File: src/shared/slc_regs.vh
`ifndef SLC_REGS_VH
`define SLC_REGS_VH

// register offsets (i2c pointer values)
`define SLC_REG_BC_CRC_A      8'h0a
`define SLC_REG_BC_CRC_B      8'h0b
`define SLC_REG_FWD_PAR_A     8'h1a
`define SLC_REG_FWD_PAR_B     8'h1b
`define SLC_REG_CTRL          8'h20
`define SLC_REG_STATUS        8'h21

// control register fields
`define SLC_CTRL_SEL_SRC      0
`define SLC_CTRL_SEL_B        1
`define SLC_CTRL_PASSTHRU     2
`define SLC_CTRL_BC_EN_A      3
`define SLC_CTRL_BC_EN_B      4
`define SLC_CTRL_RESET        8'h18

// status register fields
`define SLC_STAT_MODE_LO      0
`define SLC_STAT_LOCK         2
`define SLC_STAT_ACT_B        3
`define SLC_STAT_PASS         4

// own i2c slave address
`define SLC_SLAVE_ADDR        7'h30

// strap codes from the mode resistor comparator
`define SLC_STRAP_0K          2'b00
`define SLC_STRAP_3K          2'b01
`define SLC_STRAP_11K         2'b10

// operating modes
`define SLC_MODE_12B_LF       2'b00
`define SLC_MODE_12B_HF       2'b01
`define SLC_MODE_10B          2'b10

// forward frame layout
`define SLC_FRAME_BITS        28
`define SLC_FRAME_PARITY      27
`define SLC_FRAME_DC_INV      26
`define SLC_LS_12B            12
`define SLC_FS_12B            13
`define SLC_LS_10B            10
`define SLC_FS_10B            11
`define SLC_SCR_SEED          16'hace1
`define SLC_BC_CRC_BITS       4
`define SLC_MAX_LINE_MBPS     1400

// forwarded request kinds
`define SLC_FWD_ADDR          2'b00
`define SLC_FWD_WRITE         2'b01
`define SLC_FWD_RDNEXT        2'b10

// timing
`define SLC_MCLK_MHZ          50
`define SLC_I2C_MAX_KBPS      400
`define SLC_TSU_DAT_NS        100
`define SLC_TSU_DAT_CYC       ((`SLC_TSU_DAT_NS * `SLC_MCLK_MHZ + 999) / 1000)

`endif

File: src/design/slc_link_ctrl.v
`timescale 1ns/100ps
`include "slc_regs.vh"
// Operation
// - decode strap into 12-bit low freq, 12-bit high freq or 10-bit mode
// - pixel clock divided by 1, 1.5 or 2 per mode; receiver multiplies back
// - after decoding, send selected mode to remote serializer over back channel
// - forward frame is 28 bits; its layout depends on the mode
// - forward payload is scrambled and dc balanced; receiver undoes both
// - line rate is 28 times divided pixel clock, at most 1.4 Gbps
// - never enable both camera inputs at once
// - active input chosen by select pin or control register bit
// - back-channel driver follows the active input
// - one parity bit per forward frame, four crc bits on back channel
// - link errors counted in 8-bit registers
// - forward parity counters clear on loss of lock
// - pass output goes low on forward parity error
// - back-channel crc error counts readable at SLC_REG_BC_CRC_A and SLC_REG_BC_CRC_B
// - scl and sda driven open drain: pull low or release
// - i2c slave works up to 400 kbps fast mode
// - stretch scl at ninth clock until remote answers; never drive clock otherwise
// - forward remote transactions only while pass-through is enabled
module slc_link_ctrl (
   input  wire        mclk,
   input  wire        rst_b,
   input  wire        pdb,
   input  wire [1:0]  mode_strap_resistor,
   input  wire        lock,
   input  wire        cam_sel_pin,
   input  wire        frame_valid,
   input  wire [27:0] frame_data,
   input  wire        bc_crc_err,
   input  wire        bc_mode_ready,
   input  wire        scl_in,
   input  wire        sda_in,
   input  wire        fwd_rsp_valid,
   input  wire        fwd_rsp_ack,
   input  wire [7:0]  fwd_rsp_data,
   output reg  [1:0]  op_mode,
   output reg  [1:0]  div_num,
   output reg  [1:0]  div_den,
   output reg         bc_mode_valid,
   output reg  [1:0]  bc_mode_word,
   output reg         in_en_a,
   output reg         in_en_b,
   output reg         bc_drv_a,
   output reg         bc_drv_b,
   output reg         pix_valid,
   output reg  [11:0] pix_data,
   output reg         line_sync,
   output reg         frame_sync,
   output reg         pass,
   output reg         scl_out,
   output reg         scl_oe,
   output reg         sda_out,
   output reg         sda_oe,
   output reg         fwd_req_valid,
   output reg  [1:0]  fwd_req_kind,
   output reg  [7:0]  fwd_req_data,
   output reg         fwd_stop
);
   localparam S_IDLE = 6'b000001;
   localparam S_RECV = 6'b000010;
   localparam S_ACK  = 6'b000100;
   localparam S_WAIT = 6'b001000;
   localparam S_SEND = 6'b010000;
   localparam S_MACK = 6'b100000;
   localparam integer TSU_INT = `SLC_TSU_DAT_CYC;
   localparam [3:0]   TSU_CYC = TSU_INT[3:0];

   wire [6:0] sync_q;
   wire       scl_s  = sync_q[0];
   wire       sda_s  = sync_q[1];
   wire       sel_s  = sync_q[2];
   wire       lock_s = sync_q[3];
   wire       pdb_s  = sync_q[4];
   wire [1:0] strap_s = sync_q[6:5];

   reg        scl_q;
   reg        sda_q;
   reg        lock_q;
   reg        pdb_q;
   reg [7:0]  ctrl;
   reg [15:0] lfsr;
   reg        act_b;
   reg [5:0]  state;
   reg [7:0]  shreg;
   reg [3:0]  bcnt;
   reg        addr_phase;
   reg        is_read;
   reg        is_local;
   reg        ptr_set;
   reg [7:0]  ptr;
   reg [7:0]  rdbyte;
   reg        rsp_seen;
   reg [3:0]  tsu_cnt;
   reg [1:0]  next_mode;
   reg [7:0]  rd_mux;

   wire [7:0] crc_a;
   wire [7:0] crc_b;
   wire [7:0] par_a;
   wire [7:0] par_b;

   wire scl_rise = scl_s & ~scl_q;
   wire scl_fall = ~scl_s & scl_q;
   wire i2c_start = scl_s & scl_q & sda_q & ~sda_s;
   wire i2c_stop  = scl_s & scl_q & ~sda_q & sda_s;
   wire lock_lost = lock_q & ~lock_s;
   wire pd_exit   = pdb_s & ~pdb_q;
   wire next_act_b = ctrl[`SLC_CTRL_SEL_SRC] ? ctrl[`SLC_CTRL_SEL_B] : sel_s;

   // forward frame checking: parity over the frame as sent, then undo balance and scrambling
   wire        par_err = frame_valid & (^frame_data);
   wire [25:0] unbal = frame_data[`SLC_FRAME_DC_INV] ? ~frame_data[25:0] : frame_data[25:0];
   wire [25:0] plain = unbal ^ {lfsr[9:0], lfsr};
   wire [15:0] next_lfsr = {lfsr[14:0], lfsr[15] ^ lfsr[14] ^ lfsr[12] ^ lfsr[3]};

   slc_sync #(.W(7)) u_sync (
      .mclk  (mclk),
      .rst_b (rst_b),
      .d     ({mode_strap_resistor, pdb, lock, cam_sel_pin, sda_in, scl_in}),
      .q     (sync_q)
   );

   // back-channel crc errors, counted against the active input
   slc_err_cnt u_crc_a (
      .mclk  (mclk),
      .rst_b (rst_b),
      .inc   (bc_crc_err & ~act_b),
      .clr   (1'b0),
      .count (crc_a)
   );

   slc_err_cnt u_crc_b (
      .mclk  (mclk),
      .rst_b (rst_b),
      .inc   (bc_crc_err & act_b),
      .clr   (1'b0),
      .count (crc_b)
   );

   // forward parity errors, cleared when lock drops
   slc_err_cnt u_par_a (
      .mclk  (mclk),
      .rst_b (rst_b),
      .inc   (par_err & lock_s & ~act_b),
      .clr   (lock_lost),
      .count (par_a)
   );

   slc_err_cnt u_par_b (
      .mclk  (mclk),
      .rst_b (rst_b),
      .inc   (par_err & lock_s & act_b),
      .clr   (lock_lost),
      .count (par_b)
   );

   always @* begin
      case (strap_s)
         `SLC_STRAP_0K:  next_mode = `SLC_MODE_12B_LF;
         `SLC_STRAP_3K:  next_mode = `SLC_MODE_12B_HF;
         `SLC_STRAP_11K: next_mode = `SLC_MODE_10B;
         default:        next_mode = `SLC_MODE_12B_LF; // open strap falls back to slowest
      endcase
   end

   always @* begin
      case (ptr)
         `SLC_REG_BC_CRC_A:  rd_mux = crc_a;
         `SLC_REG_BC_CRC_B:  rd_mux = crc_b;
         `SLC_REG_FWD_PAR_A: rd_mux = par_a;
         `SLC_REG_FWD_PAR_B: rd_mux = par_b;
         `SLC_REG_CTRL:      rd_mux = ctrl;
         `SLC_REG_STATUS:    rd_mux = {3'b000, pass, act_b, lock_s, op_mode};
         default:            rd_mux = 8'h00;
      endcase
   end

   // mode capture and back-channel mode message
   always @(posedge mclk or negedge rst_b) begin
      if (!rst_b) begin
         pdb_q         <= 1'b0;
         op_mode       <= `SLC_MODE_12B_LF;
         div_num       <= 2'd1;
         div_den       <= 2'd1;
         bc_mode_valid <= 1'b0;
         bc_mode_word  <= `SLC_MODE_12B_LF;
      end else begin
         pdb_q <= pdb_s;
         if (pd_exit) begin
            op_mode       <= next_mode;
            bc_mode_word  <= next_mode;
            bc_mode_valid <= 1'b1;
            case (next_mode)
               `SLC_MODE_12B_HF: begin
                  div_num <= 2'd3;
                  div_den <= 2'd2;
               end
               `SLC_MODE_10B: begin
                  div_num <= 2'd2;
                  div_den <= 2'd1;
               end
               default: begin
                  div_num <= 2'd1;
                  div_den <= 2'd1;
               end
            endcase
         end else if (bc_mode_ready) begin
            bc_mode_valid <= 1'b0;
         end
      end
   end

   // input multiplexer and back-channel drivers
   always @(posedge mclk or negedge rst_b) begin
      if (!rst_b) begin
         act_b    <= 1'b0;
         in_en_a  <= 1'b0;
         in_en_b  <= 1'b0;
         bc_drv_a <= 1'b0;
         bc_drv_b <= 1'b0;
      end else begin
         act_b    <= next_act_b;
         in_en_a  <= ~next_act_b;
         in_en_b  <= next_act_b;
         // driver B only turns on once B is selected and its enable is set
         bc_drv_a <= ~next_act_b & ctrl[`SLC_CTRL_BC_EN_A];
         bc_drv_b <= next_act_b & ctrl[`SLC_CTRL_BC_EN_B];
      end
   end

   // forward frame unpacking
   always @(posedge mclk or negedge rst_b) begin
      if (!rst_b) begin
         lock_q     <= 1'b0;
         lfsr       <= `SLC_SCR_SEED;
         pix_valid  <= 1'b0;
         pix_data   <= 12'h000;
         line_sync  <= 1'b0;
         frame_sync <= 1'b0;
         pass       <= 1'b0;
      end else begin
         lock_q    <= lock_s;
         pix_valid <= frame_valid & lock_s;
         if (!lock_s) begin
            lfsr <= `SLC_SCR_SEED; // scrambler restarts with the next lock
            pass <= 1'b0;
         end else if (frame_valid) begin
            lfsr <= next_lfsr;
            pass <= ~par_err;
            if (op_mode == `SLC_MODE_10B) begin
               pix_data   <= {2'b00, plain[9:0]};
               line_sync  <= plain[`SLC_LS_10B];
               frame_sync <= plain[`SLC_FS_10B];
            end else begin
               pix_data   <= plain[11:0];
               line_sync  <= plain[`SLC_LS_12B];
               frame_sync <= plain[`SLC_FS_12B];
            end
         end
      end
   end

   // i2c slave with pass-through
   always @(posedge mclk or negedge rst_b) begin
      if (!rst_b) begin
         scl_q         <= 1'b1;
         sda_q         <= 1'b1;
         state         <= S_IDLE;
         ctrl          <= `SLC_CTRL_RESET;
         shreg         <= 8'h00;
         bcnt          <= 4'h0;
         addr_phase    <= 1'b0;
         is_read       <= 1'b0;
         is_local      <= 1'b0;
         ptr_set       <= 1'b0;
         ptr           <= 8'h00;
         rdbyte        <= 8'h00;
         rsp_seen      <= 1'b0;
         tsu_cnt       <= 4'h0;
         scl_out       <= 1'b0;
         scl_oe        <= 1'b0;
         sda_out       <= 1'b0;
         sda_oe        <= 1'b0;
         fwd_req_valid <= 1'b0;
         fwd_req_kind  <= `SLC_FWD_ADDR;
         fwd_req_data  <= 8'h00;
         fwd_stop      <= 1'b0;
      end else begin
         scl_q         <= scl_s;
         sda_q         <= sda_s;
         scl_out       <= 1'b0;
         sda_out       <= 1'b0;
         fwd_req_valid <= 1'b0;
         fwd_stop      <= 1'b0;
         if (i2c_stop) begin
            fwd_stop <= ~state[0] & ~is_local & ~addr_phase;
            state    <= S_IDLE;
            scl_oe   <= 1'b0;
            sda_oe   <= 1'b0;
         end else if (i2c_start) begin
            state      <= S_RECV;
            bcnt       <= 4'h0;
            addr_phase <= 1'b1;
            ptr_set    <= 1'b0;
            scl_oe     <= 1'b0;
            sda_oe     <= 1'b0;
         end else begin
            case (state)
               S_RECV: begin
                  if (scl_rise) begin
                     shreg <= {shreg[6:0], sda_s};
                     bcnt  <= bcnt + 4'h1;
                  end else if (scl_fall && bcnt == 4'h8) begin
                     bcnt <= 4'h0;
                     if (addr_phase) begin
                        is_read  <= shreg[0];
                        is_local <= (shreg[7:1] == `SLC_SLAVE_ADDR);
                     end
                     if (addr_phase ? (shreg[7:1] == `SLC_SLAVE_ADDR) : is_local) begin
                        sda_oe <= 1'b1;
                        state  <= S_ACK;
                        if (!addr_phase && !ptr_set) begin
                           ptr     <= shreg;
                           ptr_set <= 1'b1;
                        end else if (!addr_phase) begin
                           if (ptr == `SLC_REG_CTRL) begin
                              ctrl <= {3'b000, shreg[4:0]};
                           end
                           ptr <= ptr + 8'h01;
                        end
                     end else if (ctrl[`SLC_CTRL_PASSTHRU]) begin
                        scl_oe        <= 1'b1;
                        fwd_req_valid <= 1'b1;
                        fwd_req_kind  <= addr_phase ? `SLC_FWD_ADDR : `SLC_FWD_WRITE;
                        fwd_req_data  <= shreg;
                        rsp_seen      <= 1'b0;
                        state         <= S_WAIT;
                     end else begin
                        state <= S_IDLE;
                     end
                  end
               end
               S_WAIT: begin
                  // hold the clock low until the far side answers, then let data settle
                  if (!rsp_seen && fwd_rsp_valid) begin
                     rsp_seen <= 1'b1;
                     rdbyte   <= fwd_rsp_data;
                     tsu_cnt  <= 4'h0;
                     if (fwd_req_kind != `SLC_FWD_RDNEXT) begin
                        sda_oe <= fwd_rsp_ack;
                     end
                  end else if (rsp_seen) begin
                     tsu_cnt <= tsu_cnt + 4'h1;
                     if (tsu_cnt == TSU_CYC - 4'h1) begin
                        scl_oe <= 1'b0;
                        if (fwd_req_kind == `SLC_FWD_RDNEXT) begin
                           state <= S_MACK;
                        end else if (sda_oe) begin
                           state <= S_ACK;
                        end else begin
                           state <= S_IDLE;
                        end
                     end
                  end
               end
               S_ACK: begin
                  if (scl_fall) begin
                     addr_phase <= 1'b0;
                     if (addr_phase && is_read) begin
                        shreg  <= is_local ? rd_mux : rdbyte;
                        sda_oe <= is_local ? ~rd_mux[7] : ~rdbyte[7];
                        bcnt   <= 4'h0;
                        if (is_local) begin
                           ptr <= ptr + 8'h01;
                        end
                        state <= S_SEND;
                     end else begin
                        sda_oe <= 1'b0;
                        state  <= S_RECV;
                     end
                  end
               end
               S_SEND: begin
                  if (scl_fall) begin
                     bcnt <= bcnt + 4'h1;
                     if (bcnt == 4'h7) begin
                        sda_oe <= 1'b0;
                        if (is_local) begin
                           state <= S_MACK;
                        end else begin
                           scl_oe        <= 1'b1;
                           fwd_req_valid <= 1'b1;
                           fwd_req_kind  <= `SLC_FWD_RDNEXT;
                           fwd_req_data  <= 8'h00;
                           rsp_seen      <= 1'b0;
                           state         <= S_WAIT;
                        end
                     end else begin
                        shreg  <= {shreg[6:0], 1'b0};
                        sda_oe <= ~shreg[6];
                     end
                  end
               end
               S_MACK: begin
                  if (scl_rise && sda_s) begin
                     state <= S_IDLE; // master ends the read
                  end else if (scl_fall) begin
                     shreg  <= is_local ? rd_mux : rdbyte;
                     sda_oe <= is_local ? ~rd_mux[7] : ~rdbyte[7];
                     bcnt   <= 4'h0;
                     if (is_local) begin
                        ptr <= ptr + 8'h01;
                     end
                     state <= S_SEND;
                  end
               end
               S_IDLE: begin
                  scl_oe <= 1'b0;
                  sda_oe <= 1'b0;
               end
               default: begin
                  state  <= S_IDLE;
                  scl_oe <= 1'b0;
                  sda_oe <= 1'b0;
               end
            endcase
         end
      end
   end
endmodule // slc_link_ctrl

File: src/design/slc_sync.v
`timescale 1ns/100ps
module slc_sync #(
   parameter W = 1
) (
   input  wire         mclk,
   input  wire         rst_b,
   input  wire [W-1:0] d,
   output reg  [W-1:0] q
);
   reg [W-1:0] meta;

   always @(posedge mclk or negedge rst_b) begin
      if (!rst_b) begin
         meta <= {W{1'b0}};
         q    <= {W{1'b0}};
      end else begin
         meta <= d;
         q    <= meta;
      end
   end
endmodule // slc_sync

File: src/design/slc_err_cnt.v
`timescale 1ns/100ps
module slc_err_cnt (
   input  wire       mclk,
   input  wire       rst_b,
   input  wire       inc,
   input  wire       clr,
   output reg  [7:0] count
);
   always @(posedge mclk or negedge rst_b) begin
      if (!rst_b) begin
         count <= 8'h00;
      end else if (clr) begin
         // an error in the clearing cycle is still counted
         count <= inc ? 8'h01 : 8'h00;
      end else if (inc && count != 8'hff) begin
         count <= count + 8'h01; // saturates so software never sees a wrap
      end
   end
endmodule // slc_err_cnt

File: config.mk
export PLATFORM = sky130hd
export DESIGN_NAME = slc_link_ctrl
export DESIGN_NICKNAME = d
export VERILOG_FILES = /design/src/design/slc_link_ctrl.v /design/src/design/slc_sync.v /design/src/design/slc_err_cnt.v
export VERILOG_INCLUDE_DIRS = /design/src /design/src/shared
export SDC_FILE = /design/constraint.sdc
export NUM_CORES = 1
export LEC_CHECK = 0
export BUFFER_PORTS_ARGS = -buffer_cell sky130_fd_sc_hd__buf_4
export CAP_MARGIN = 20
export CORE_UTILIZATION = 65
export CTS_BUF_LIST = sky130_fd_sc_hd__clkbuf_4 sky130_fd_sc_hd__clkbuf_8
export DETAILED_ROUTE_END_ITERATION = 8
export HOLD_SLACK_MARGIN = 0.06
export MAX_ROUTING_LAYER = met4
export PLACE_DENSITY = 0.86
export SYNTH_ARGS = -nofsm -noshare
export SYNTH_HDL_FRONTEND = slang
export SYNTH_SLANG_ARGS = --single-unit
File: constraint.sdc
create_clock -name mclk -period 4 [get_ports mclk]
set_input_delay 0.6 -clock mclk [delete_from_list [all_inputs] [get_ports mclk]]
set_output_delay 0.6 -clock mclk [all_outputs]
set_load 0.05 [all_outputs]
# After elaboration in Yosys (flattened, before gate mapping)
# Cells that the tools add are included.
# word_totals
register_bits	155
inputBits	50
out_inout_bits	45
wordCells	354
# classes
n_addsub	7
n_eq_ne	70
mux	146
bitwise	44
reduce_logical	45
# op_table
operator	n
$mux W8	29
$mux W6	14
$ne A4 B4 Y1 const B	17
$mux W1	64
$mux W4	12
$pmux W8 S6	1
$add A8 B1 Y8 const B	5
$pmux W6 S6	1
$ne A2 B2 Y1 const B	17
$reduce_and A11 Y1	3
$mux W16	2
$ne A8 B8 Y1 const B	4
$pmux W8 S4	1
$reduce_and A10 Y1	3
$reduce_xor A28 Y1	1
$pmux W8 S3	1
$reduce_bool A2 Y1	11
$ne A3 B3 Y1 const B	7
$and A1 B1 Y1	20
$not A1 Y1	19
$reduce_and A9 Y1	2
$eq A8 B4 Y1 const B	2
$eq A8 B5 Y1 const B	2
$eq A8 B6 Y1 const B	2
other kinds (42)	72

# Depth between registers and ports, before layout
# Gate-level depths: netlist of run 1.
# depth
ltp_word	9
mapped_depth	10
ltp_nobuf	9

# Modules after synthesis
# From an unflattened synthesis of run 1, not the netlist that was laid out.
# unflattened
hier_cells	870
hier_area_um2	8580.7
# by_module_without_submodules
mod	instances	cells_per_inst	area_per_inst_um2	seq_area_each_um2
slc_link_ctrl	1	668	6338.6	2721.4
slc_err_cnt	4	47	473.0	200.2
slc_sync	1	14	350.3	350.3

# Worst setup path before layout of run 1
# OpenSTA, ideal clock, no wires.
# synth_path
path_type	input to register
startpoint	input port frame_data[26]
endpoint	register u_par_a.count[6]
setup_ps	119
arrival_time_ps	2256
t_required_ps	3881
setup_slack_ps	1625
path_stages	8
path_buffers	1
cell_sequence	buf_4 xor2_2 xnor2_1 xnor2_2 xnor3_2 nor3_4 a21oi_1 o21a_1
# synth_via
elab_chain_len	6
# synth_rtl
element	line_no	rtl
start: declaration	slc_link_ctrl.v:30	input wire [27:0] frame_data,
$reduce_xor A28 Y1	slc_link_ctrl.v:113	wire par_err = frame_valid & (^frame_data);
$and A1 B1 Y1	slc_link_ctrl.v:113	
$and A1 B1 Y1 (2 in a row)	slc_link_ctrl.v:146	.inc (par_err & lock_s & ~act_b),
$logic_and A1 B1 Y1	slc_err_cnt.v:15	end else if (inc && count != 8'hff) begin
$reduce_bool A2 Y1 (no source line)	n/a	
end signal: assignment	slc_err_cnt.v:14	count <= inc ? 8'h01 : 8'h00;
end signal: assignment	slc_err_cnt.v:16	count <= count + 8'h01;
end: declaration	slc_err_cnt.v:7	output reg [7:0] count
# Every way passes these cells.
# A chain may end at the register's enable or synchronous reset.

# Worst setup path after layout of run 1
# layout_path
startpoint	register state[2]
endpoint	register ctrl[1]
# layout_via
elab_chain_len	2
# layout_rtl
element	line_no	rtl
start: declaration	slc_link_ctrl.v:85	reg [5:0] state;
start signal: assignment	slc_link_ctrl.v:270	state <= S_IDLE;
start signal: assignment	slc_link_ctrl.v:299	state <= S_IDLE;
start signal: assignment	slc_link_ctrl.v:303	state <= S_RECV;
$eq A6 B2 Y1	slc_link_ctrl.v:310	case (state)
$reduce_and A9 Y1 (no source line)	n/a	
end signal: assignment	slc_link_ctrl.v:271	ctrl <= `SLC_CTRL_RESET;
end signal: assignment	slc_link_ctrl.v:329	ctrl <= {3'b000, shreg[4:0]};
end: declaration	slc_link_ctrl.v:82	reg [7:0] ctrl;
# Every way passes these cells.

==> impl_results.md, run 1 <==
* Status: complete, no violations
* Sw Ratio at 0.310
* Final TNS setup at 0 ps
* Post-synthesis mux area share at 0.0600
* Crit path launch: state[2]
* Final HPWL DP at 13,700 um
* DRC at 0
* Clock network power share at 0.333
* Main combinational cell family by area after synthesis: simple AND/OR/NAND/NOR gates
* Antenna Cells at 0
* Die area at 12,900 um^2
* Routing usage on met2 at 0.510
* Ys flop type: dfrtp_1
* Hold path cells at 1
* Post-CTS Setup Bufs at 0
* RSZ-0062 raised after global routing: false
* Drt via density at 6.09
* Max Freq at 370 MHz
* Synthesized area per cell at 9.95 um^2
* Post-Layout Inst Area at 9300 um^2
* Cell Area, Synth at 8090 um^2
* Clock skew at 13.6 ps
* Hold Startpoint: sda_in
* Global-route usage over all layers at 0.329
* Adder-Cell Fraction of Synth Area at 0.0232
* Slew HR at 0.343
* Power Density at 426 nW/um^2
* Critical-path cell list: nor2_1 -> nand4b_1 -> or2_2 -> nor4_2 -> nand4_1 -> mux2_2
* Critical Path Start Type: flip-flop
* Area leader, netlist: dfrtp_1
* Period minus WS final at 2700 ps
* Max incr delay on CP at 470 ps
* Initial DRC Count at 545
* Overall power at 3.96 mW
* Synth area leaders: dfrtp_1, xnor2_1, dfstp_2
* Final setup viols at 0
* Area grow syn2layout at 15.0%
* GP Congestion at 0.973
* Die Y at 114 um
* First-pass GRT wire length at 31,800 um
* Max-slew violation count at 0
* Worst skew pair latency at 460 ps
* # hold bufs at CTS at 0
* Share of post-route cells with drive strength above 1 at 0.203
* Post-Route WL at 19,300 um
* WL/cell at 18.1 um
* XOR/XNOR share of the synthesized area at 0.0910
* Initial antenna violation count at 0
* Cell Rows at 40
* Reg2reg path depth at 6
* Initial Util at 0.670
* Critical Setup Path Class: reg -> reg
* Crit. End Element: flip-flop
* Share of the synthesized area in the top cell type at 0.430
* GRT Max-Usage Layer: met2
* Nets@finish at 950
* FILL cells at 786
* Congestion Overflow GR at 0
* Worst VDD drop at 0.513 mV
* Final Hold Viols at 0
* Sequential Power Share at 0.473
* Req. time, crit path at 4340 ps
* Vias in the first global route at 6,340
* CTS Buf Count at 17
* Largest net degree at the start of global routing at 108
* 1st-pass router iterations at 5
* Reg2reg setup slack at 1300 ps
* Sequential area share after synthesis at 0.479
* Unique masters post-synth at 70
* Post-Synth Simple-Gate Area at 0.173
* CORE AREA at 12,100 um^2
* Placed Area at 8840 um^2
* EDFF count, synth at 0
* Yosys warning total at 0
* Compound-Gate Fraction of Synth Area at 0.135
* # IOs at 95
* Antenna-violating nets left at 0
* CP max FO at 11
* Lkg Pwr at 4.21 nW
* Int Pwr at 2.74 mW
* Cells after Synth at 813
* Reg2reg start: state[2]
* M1 GR Usage at 0.422
* Met3 Use GR at 0.0781
* CTS root buf: clkbuf_8
* Tcrit/Tclk final at 0.675
* Most common cell in the netlist: dfrtp_1
* # resized after CTS at 0
* Clock Path Buffers at 2
* Count of input and output buffers at 92
* CTS tree: done
* H-tree depth at 4
* FF+latch count, synth at 154
* Top cells by count, synth: dfrtp_1, nand2_1, o21ai_0
* Max cap viols at 0
* Worst Hold Class: in -> reg
* CTS Sinks at 154
* Die Wd at 114 um
* Total number of vias at 6,487
* Crit path DAT at 3040 ps
* Reg clk slew, reported paths at 90 ps
* Async SR Flop Fraction at 1.00
* Critical Path Slowest Stage Cell: or2_2
* Worst-Margin Slew at 986 ps
* Comb pwr share at 0.194
* Switch Pwr at 1.23 mW
[critical path: cells and delay by family, from the launching register on]
| family | cells | cell delay, ps |
|---|---|---|
| DFF | 1 | 460 |
| muxes | 1 | 360 |
| and+or+nand+nor | 5 | 1770 |
[cell type report]
| cell class | instances | area (um^2) | area share |
|---|---|---|---|
| repair buffers | 99 | 759 | 0.0817 |
| inverters | 24 | 90.1 | 0.00969 |
| multi-input cells | 589 | 3910 | 0.420 |
| clock inverters | 12 | 188 | 0.0202 |
| flip-flops and latches | 154 | 3870 | 0.416 |
| clock buffers | 20 | 269 | 0.0289 |
| well taps | 168 | 210 | 0.0226 |
[cells by family (layout without fill, tap and decap cells)]
logic type | after synthesis | after routing
and+or+nand+nor | 276 | 276
AOI/OAI and AO/OA | 171 | 171
DFF | 154 | 154
xor gates and xnor gates | 79 | 79
buffers and inverters | 71 | 155
muxes | 46 | 46
adders and majority gates | 15 | 15
other | 1 | 2
[power groups by stage]
| stage | combinational [mW] | sequential (mW) | clock (mW) |
|---|---|---|---|
| 2_1_floorplan | 0.412 | 1.98 | 0 |
| 3_3_place_gp | 0.740 | 1.88 | 0 |
| 3_5_place_dp | 0.768 | 1.90 | 0 |
| 4_1_cts | 0.777 | 1.87 | 1.34 |
| 5_1_grt | 0.842 | 1.89 | 1.40 |
| 6_report | 0.771 | 1.88 | 1.32 |
[flip-flops by register name (all words and copies together) (netlist names), 7 cells and up]
register,flops
u_par_a.count,8
u_crc_b.count,8
u_par_b.count,8
u_sync.meta,7
fwd_req_data,8
ptr,8
lfsr,16
u_crc_a.count,8
pix_data,12
u_sync.q,7
shreg,8
rdbyte,8
[worst paths after layout]
kind                                  end
setup reg to reg                  ctrl[1]
setup / recovery                  ctrl[1]
max in group asynchronous           scl_q
hold / removal             u_sync.meta[1]
min in group asynchronous         lfsr[3]
hold reg to reg               u_sync.q[6]
[metal layers]
layer,part of all wire,vias up
li1,-,2986
met1,0.41,3124
met2,0.48,324
met3,0.082,53
met4,0.028,0
met5,0,-
[layout by cell type, fill, tap and decap left out, types with 5 or more instances in the layout]
cell type,Yosys,final
dfrtp_1,139,139
nand2_1,105,105
buf_4,6,97
o21ai_0,59,59
xnor2_1,56,56
nor2_1,45,45
a21oi_1,36,36
mux2i_1,26,26
inv_1,24,24
nand3_1,20,20
mux2_2,20,20
xor2_1,19,19
clkbuf_8,0,19
nor2b_1,17,17
ha_1,15,15
dfstp_2,15,15
nand4_1,14,14
nand2b_1,12,12
nor3_1,12,12
and3_1,12,12
a22oi_1,11,11
o211ai_1,8,8
a31oi_1,7,7
a22o_1,7,7
a221oi_1,6,6
nand4b_1,5,5
nor4_1,5,5
[stage by stage]
stage	utilization	setup WS (ps)	cells	hold slack, ps
2_1_floorplan	-	1630	814	304
3_3_place_gp	0.733	1440	1034	332
3_5_place_dp	0.733	1330	1034	339
4_1_cts	0.771	1380	1066	230
5_1_grt	0.771	1160	1066	223
6_report	0.771	1300	1066	246
Note: power is estimated with default switching activity, not from simulation.
==> run 2, diff against run 1 <==
--- a/config.mk
+++ b/config.mk
@@ -6,14 +6,15 @@
 export SDC_FILE = /design/constraint.sdc
 export NUM_CORES = 1
 export LEC_CHECK = 0
+export ABC_AREA = 1
 export BUFFER_PORTS_ARGS = -buffer_cell sky130_fd_sc_hd__buf_4
 export CAP_MARGIN = 20
-export CORE_UTILIZATION = 65
+export CORE_UTILIZATION = 61
 export CTS_BUF_LIST = sky130_fd_sc_hd__clkbuf_4 sky130_fd_sc_hd__clkbuf_8
 export DETAILED_ROUTE_END_ITERATION = 8
 export HOLD_SLACK_MARGIN = 0.06
 export MAX_ROUTING_LAYER = met4
-export PLACE_DENSITY = 0.86
+export PLACE_DENSITY = 0.81
 export SYNTH_ARGS = -nofsm -noshare
 export SYNTH_HDL_FRONTEND = slang
 export SYNTH_SLANG_ARGS = --single-unit
==> constraint.sdc (replaced) <==
create_clock -name mclk -period 2.8 [get_ports mclk]
set_input_delay 0.42 -clock mclk [delete_from_list [all_inputs] [get_ports mclk]]
set_output_delay 0.42 -clock mclk [all_outputs]
set_load 0.05 [all_outputs]
==> run 2 against run 1 <==
  * The flow now finishes with violations (design-rule violations)
  * Worst setup slack got worse by 640 ps
  * Global-route usage decreased by 2.0 points
  * Via count increased by 17%
  * Clock skew about the same
  * Power increased by 55%
  * First-iteration DRC count increased by 3.7%
  * Non-clock buffer count increased by 8
  * Combinational power increased by 110%
  * Largest power group unchanged
==> impl_results.md, run 2 <==
* Crit path DAT at 2500 ps
* EDFF count, synth at 0
* Commonest non-fill, non-tap cell in the layout: nand2_1
* Sequential Power Share at 0.459
* Max-slew violation count at 0
* Antenna-violating nets left at 0
* DRC at 2
* Post-Route WL at 20,600 um
* Critical Setup Path Class: reg -> reg
* Failing checks: design-rule violations
* Req. time, crit path at 3170 ps
* Die Y at 121 um
* Switch Pwr at 2.31 mW
* Share of post-route cells with drive strength above 1 at 0.179
* Max Freq at 468 MHz
* Drt via density at 5.44
* Worst VDD drop at 0.440 mV
* Count of input and output buffers at 92
* Crit path max-delay family: simple AND/OR/NAND/NOR gates
* Reg2reg path depth at 13
* Die area at 14,600 um^2
* Area leader, netlist: dfrtp_1
* Synth area leaders: dfrtp_1, nand2_1, inv_1
* FILL cells at 1,102
* PnR worst setup slack at 663 ps
* Slew HR at 0.575
* # resized after CTS at 0
* GP Congestion at 0.975
* Critical Path Slowest Stage Cell: dfstp_2
* CTS root buf: clkbuf_8
* Cell Rows at 43
* Worst skew pair latency at 480 ps
* Largest net degree at the start of global routing at 69
* CTS tree: done
* CP max FO at 12
* Hold path cells at 2
* Synthesized area per cell at 7.89 um^2
* Period minus WS final at 2140 ps
* Max reg flops at 16
* Storage element area at 3870 um^2
* Int Pwr at 3.83 mW
* Most used cell, CP: nand2_2
* Critical-path cell list: nand2_2 -> inv_2 -> nand3_2 -> nand2_2 -> inv_2 -> nor2_4 -> nand2_2 -> a21oi_2 -> nand2_2 -> nor2_4 -> inv_4 -> o21ai_2 -> inv_2
* Status: complete, but fails checks
* Sequential area share after synthesis at 0.449
* Die Wd at 121 um
* First-pass GRT wire length at 34,000 um
* 1st-pass router iterations at 7
* Top cells by count, synth: nand2_1, dfrtp_1, inv_1
* Max incr delay on CP at 570 ps
* Max cap viols at 0
* Ys flop type: dfrtp_1
* Hold Startpoint: bc_mode_ready
* Reg2reg setup slack at 660 ps
* CTS Buf Count at 17
* Congestion Overflow GR at 0
* Final TNS setup at 0 ps
* H-tree depth at 4
* Vias in the first global route at 7,018
* Sw Ratio at 0.376
* Cells after Synth at 1,094
* CORE AREA at 13,800 um^2
* Commonest cells after routing, fill and taps aside: nand2_1, dfrtp_1, inv_1, nor2_1, buf_4
* Final Hold Viols at 0
* Clock network power share at 0.281
* Final setup viols at 0
* Share of the synthesized area in the top cell type at 0.403
* Tcrit/Tclk final at 0.763
* Hold path endpoint: bc_mode_valid
* Multi-input logic area at 4040 um^2
* Comb pwr share at 0.260
* Worst-Margin Slew at 638 ps
* Cell Area, Synth at 8630 um^2
* Power Density at 616 nW/um^2
* Area grow syn2layout at 15.6%
* # hold bufs at CTS at 8
* # IOs at 95
* Lkg Pwr at 5.03 nW
* Antenna Cells at 0
* FF+latch count, synth at 154
* Crit. End Element: flip-flop
* Critical Path Start Type: flip-flop
* Initial Util at 0.624
* Clock Path Buffers at 2
* WL/cell at 14.8 um
* Clock skew at 13.9 ps
* Total number of vias at 7,577
* Yosys warning total at 0
* Crit path buffers/inverters at 4
* Unique masters post-synth at 53
* Async SR Flop Fraction at 1.00
* Most common cell in the netlist: nand2_1
* Top flop regs: lfsr: 16 flops, pix_data: 12 flops
* Reg-to-Reg End: fwd_req_kind[1]
* RSZ-0062 raised after global routing: false
* Final HPWL DP at 15,200 um
* CTS Sinks at 154
* Initial antenna violation count at 0
* Global-route usage over all layers at 0.310
* Nets@finish at 1,266
* Reg clk slew, reported paths at 90 ps
* Post-CTS Setup Bufs at 0
* Reg2reg start: scl_q
* Initial DRC Count at 565
* Setup slack at placement at 730 ps
* Worst Hold Class: in -> reg
* Crit path launch: scl_q
* Most flops, register: lfsr
run 2: cell count changes in the layout (fill, tap and decap cells not counted), sizes merged, moves of 9 or more:
cell	delta
o22ai	+13
nand2	+192
mux2	-20
nor2b	-17
o21ai	+14
nand2b	-12
inv	+137
nor2	+85
nand3	+41
nor3	+9
xnor2	-39
mux2i	-25
and3	-11
xor2	+13
run 2: through the flow:
step | total power [mW] | hold slack [ps] | instances | area (um^2) | util
final | 6.14 | 137 | 1394 | 9970 | 0.721
after global placement | 4.39 | 335 | 1354 | 9500 | 0.687
after floorplan | 3.89 | 124 | 1095 | 8630 | -
after global routing | 6.44 | 143 | 1394 | 9970 | 0.721
after CTS | 6.16 | 110 | 1394 | 9970 | 0.721
after detailed placement | 4.43 | 335 | 1354 | 9500 | 0.687
run 2: layer usage:
| layer | GRT usage | share of wire |
|---|---|---|
| met5 | - | 0 |
| met3 | 0.0597 | 0.058 |
| met1 | 0.410 | 0.44 |
| met4 | 0.0995 | 0.020 |
| met2 | 0.482 | 0.48 |
run 2: power by group through the flow:
stage / sequential [mW] / clock [mW] / combinational, mW
2_1_floorplan: 3.06 / 0 / 0.834
3_3_place_gp: 2.84 / 0 / 1.54
6_report: 2.82 / 1.73 / 1.60
4_1_cts: 2.81 / 1.75 / 1.60
3_5_place_dp: 2.85 / 0 / 1.58
5_1_grt: 2.86 / 1.84 / 1.75
run 2: layout make-up:
| type | instances | share of cell area |
|---|---|---|
| well taps | 180 | 0.0226 |
| inverters | 157 | 0.0596 |
| repair buffers | 107 | 0.0842 |
| multi-input cells | 764 | 0.406 |
| flip-flops and latches | 154 | 0.388 |
| clock inverters | 14 | 0.0149 |
| clock buffers | 18 | 0.0248 |
run 2: cells by family (layout without fill, tap and decap cells):
| kind of cell | Yosys count | in the layout | share of synthesized area |
|---|---|---|---|
| DFF | 154 | 154 | 0.449 |
| and+or+nand+nor | 544 | 544 | 0.289 |
| other | 1 | 2 | 0.000435 |
| adders and majority gates | 15 | 15 | 0.0218 |
| AOI/OAI and AO/OA | 151 | 151 | 0.104 |
| buffers and inverters | 177 | 296 | 0.0828 |
| xor gates and xnor gates | 51 | 51 | 0.0518 |
| muxes | 1 | 1 | 0.00116 |
run 2: worst max path at each step:
stage                            end  cells after the start
global route         fwd_req_kind[1]                     13
CTS                  fwd_req_kind[1]                     13
floorplan           u_crc_b.count[7]                      5
global placement     fwd_req_kind[1]                     13
finish               fwd_req_kind[1]                     13
detailed placement   fwd_req_kind[1]                     13
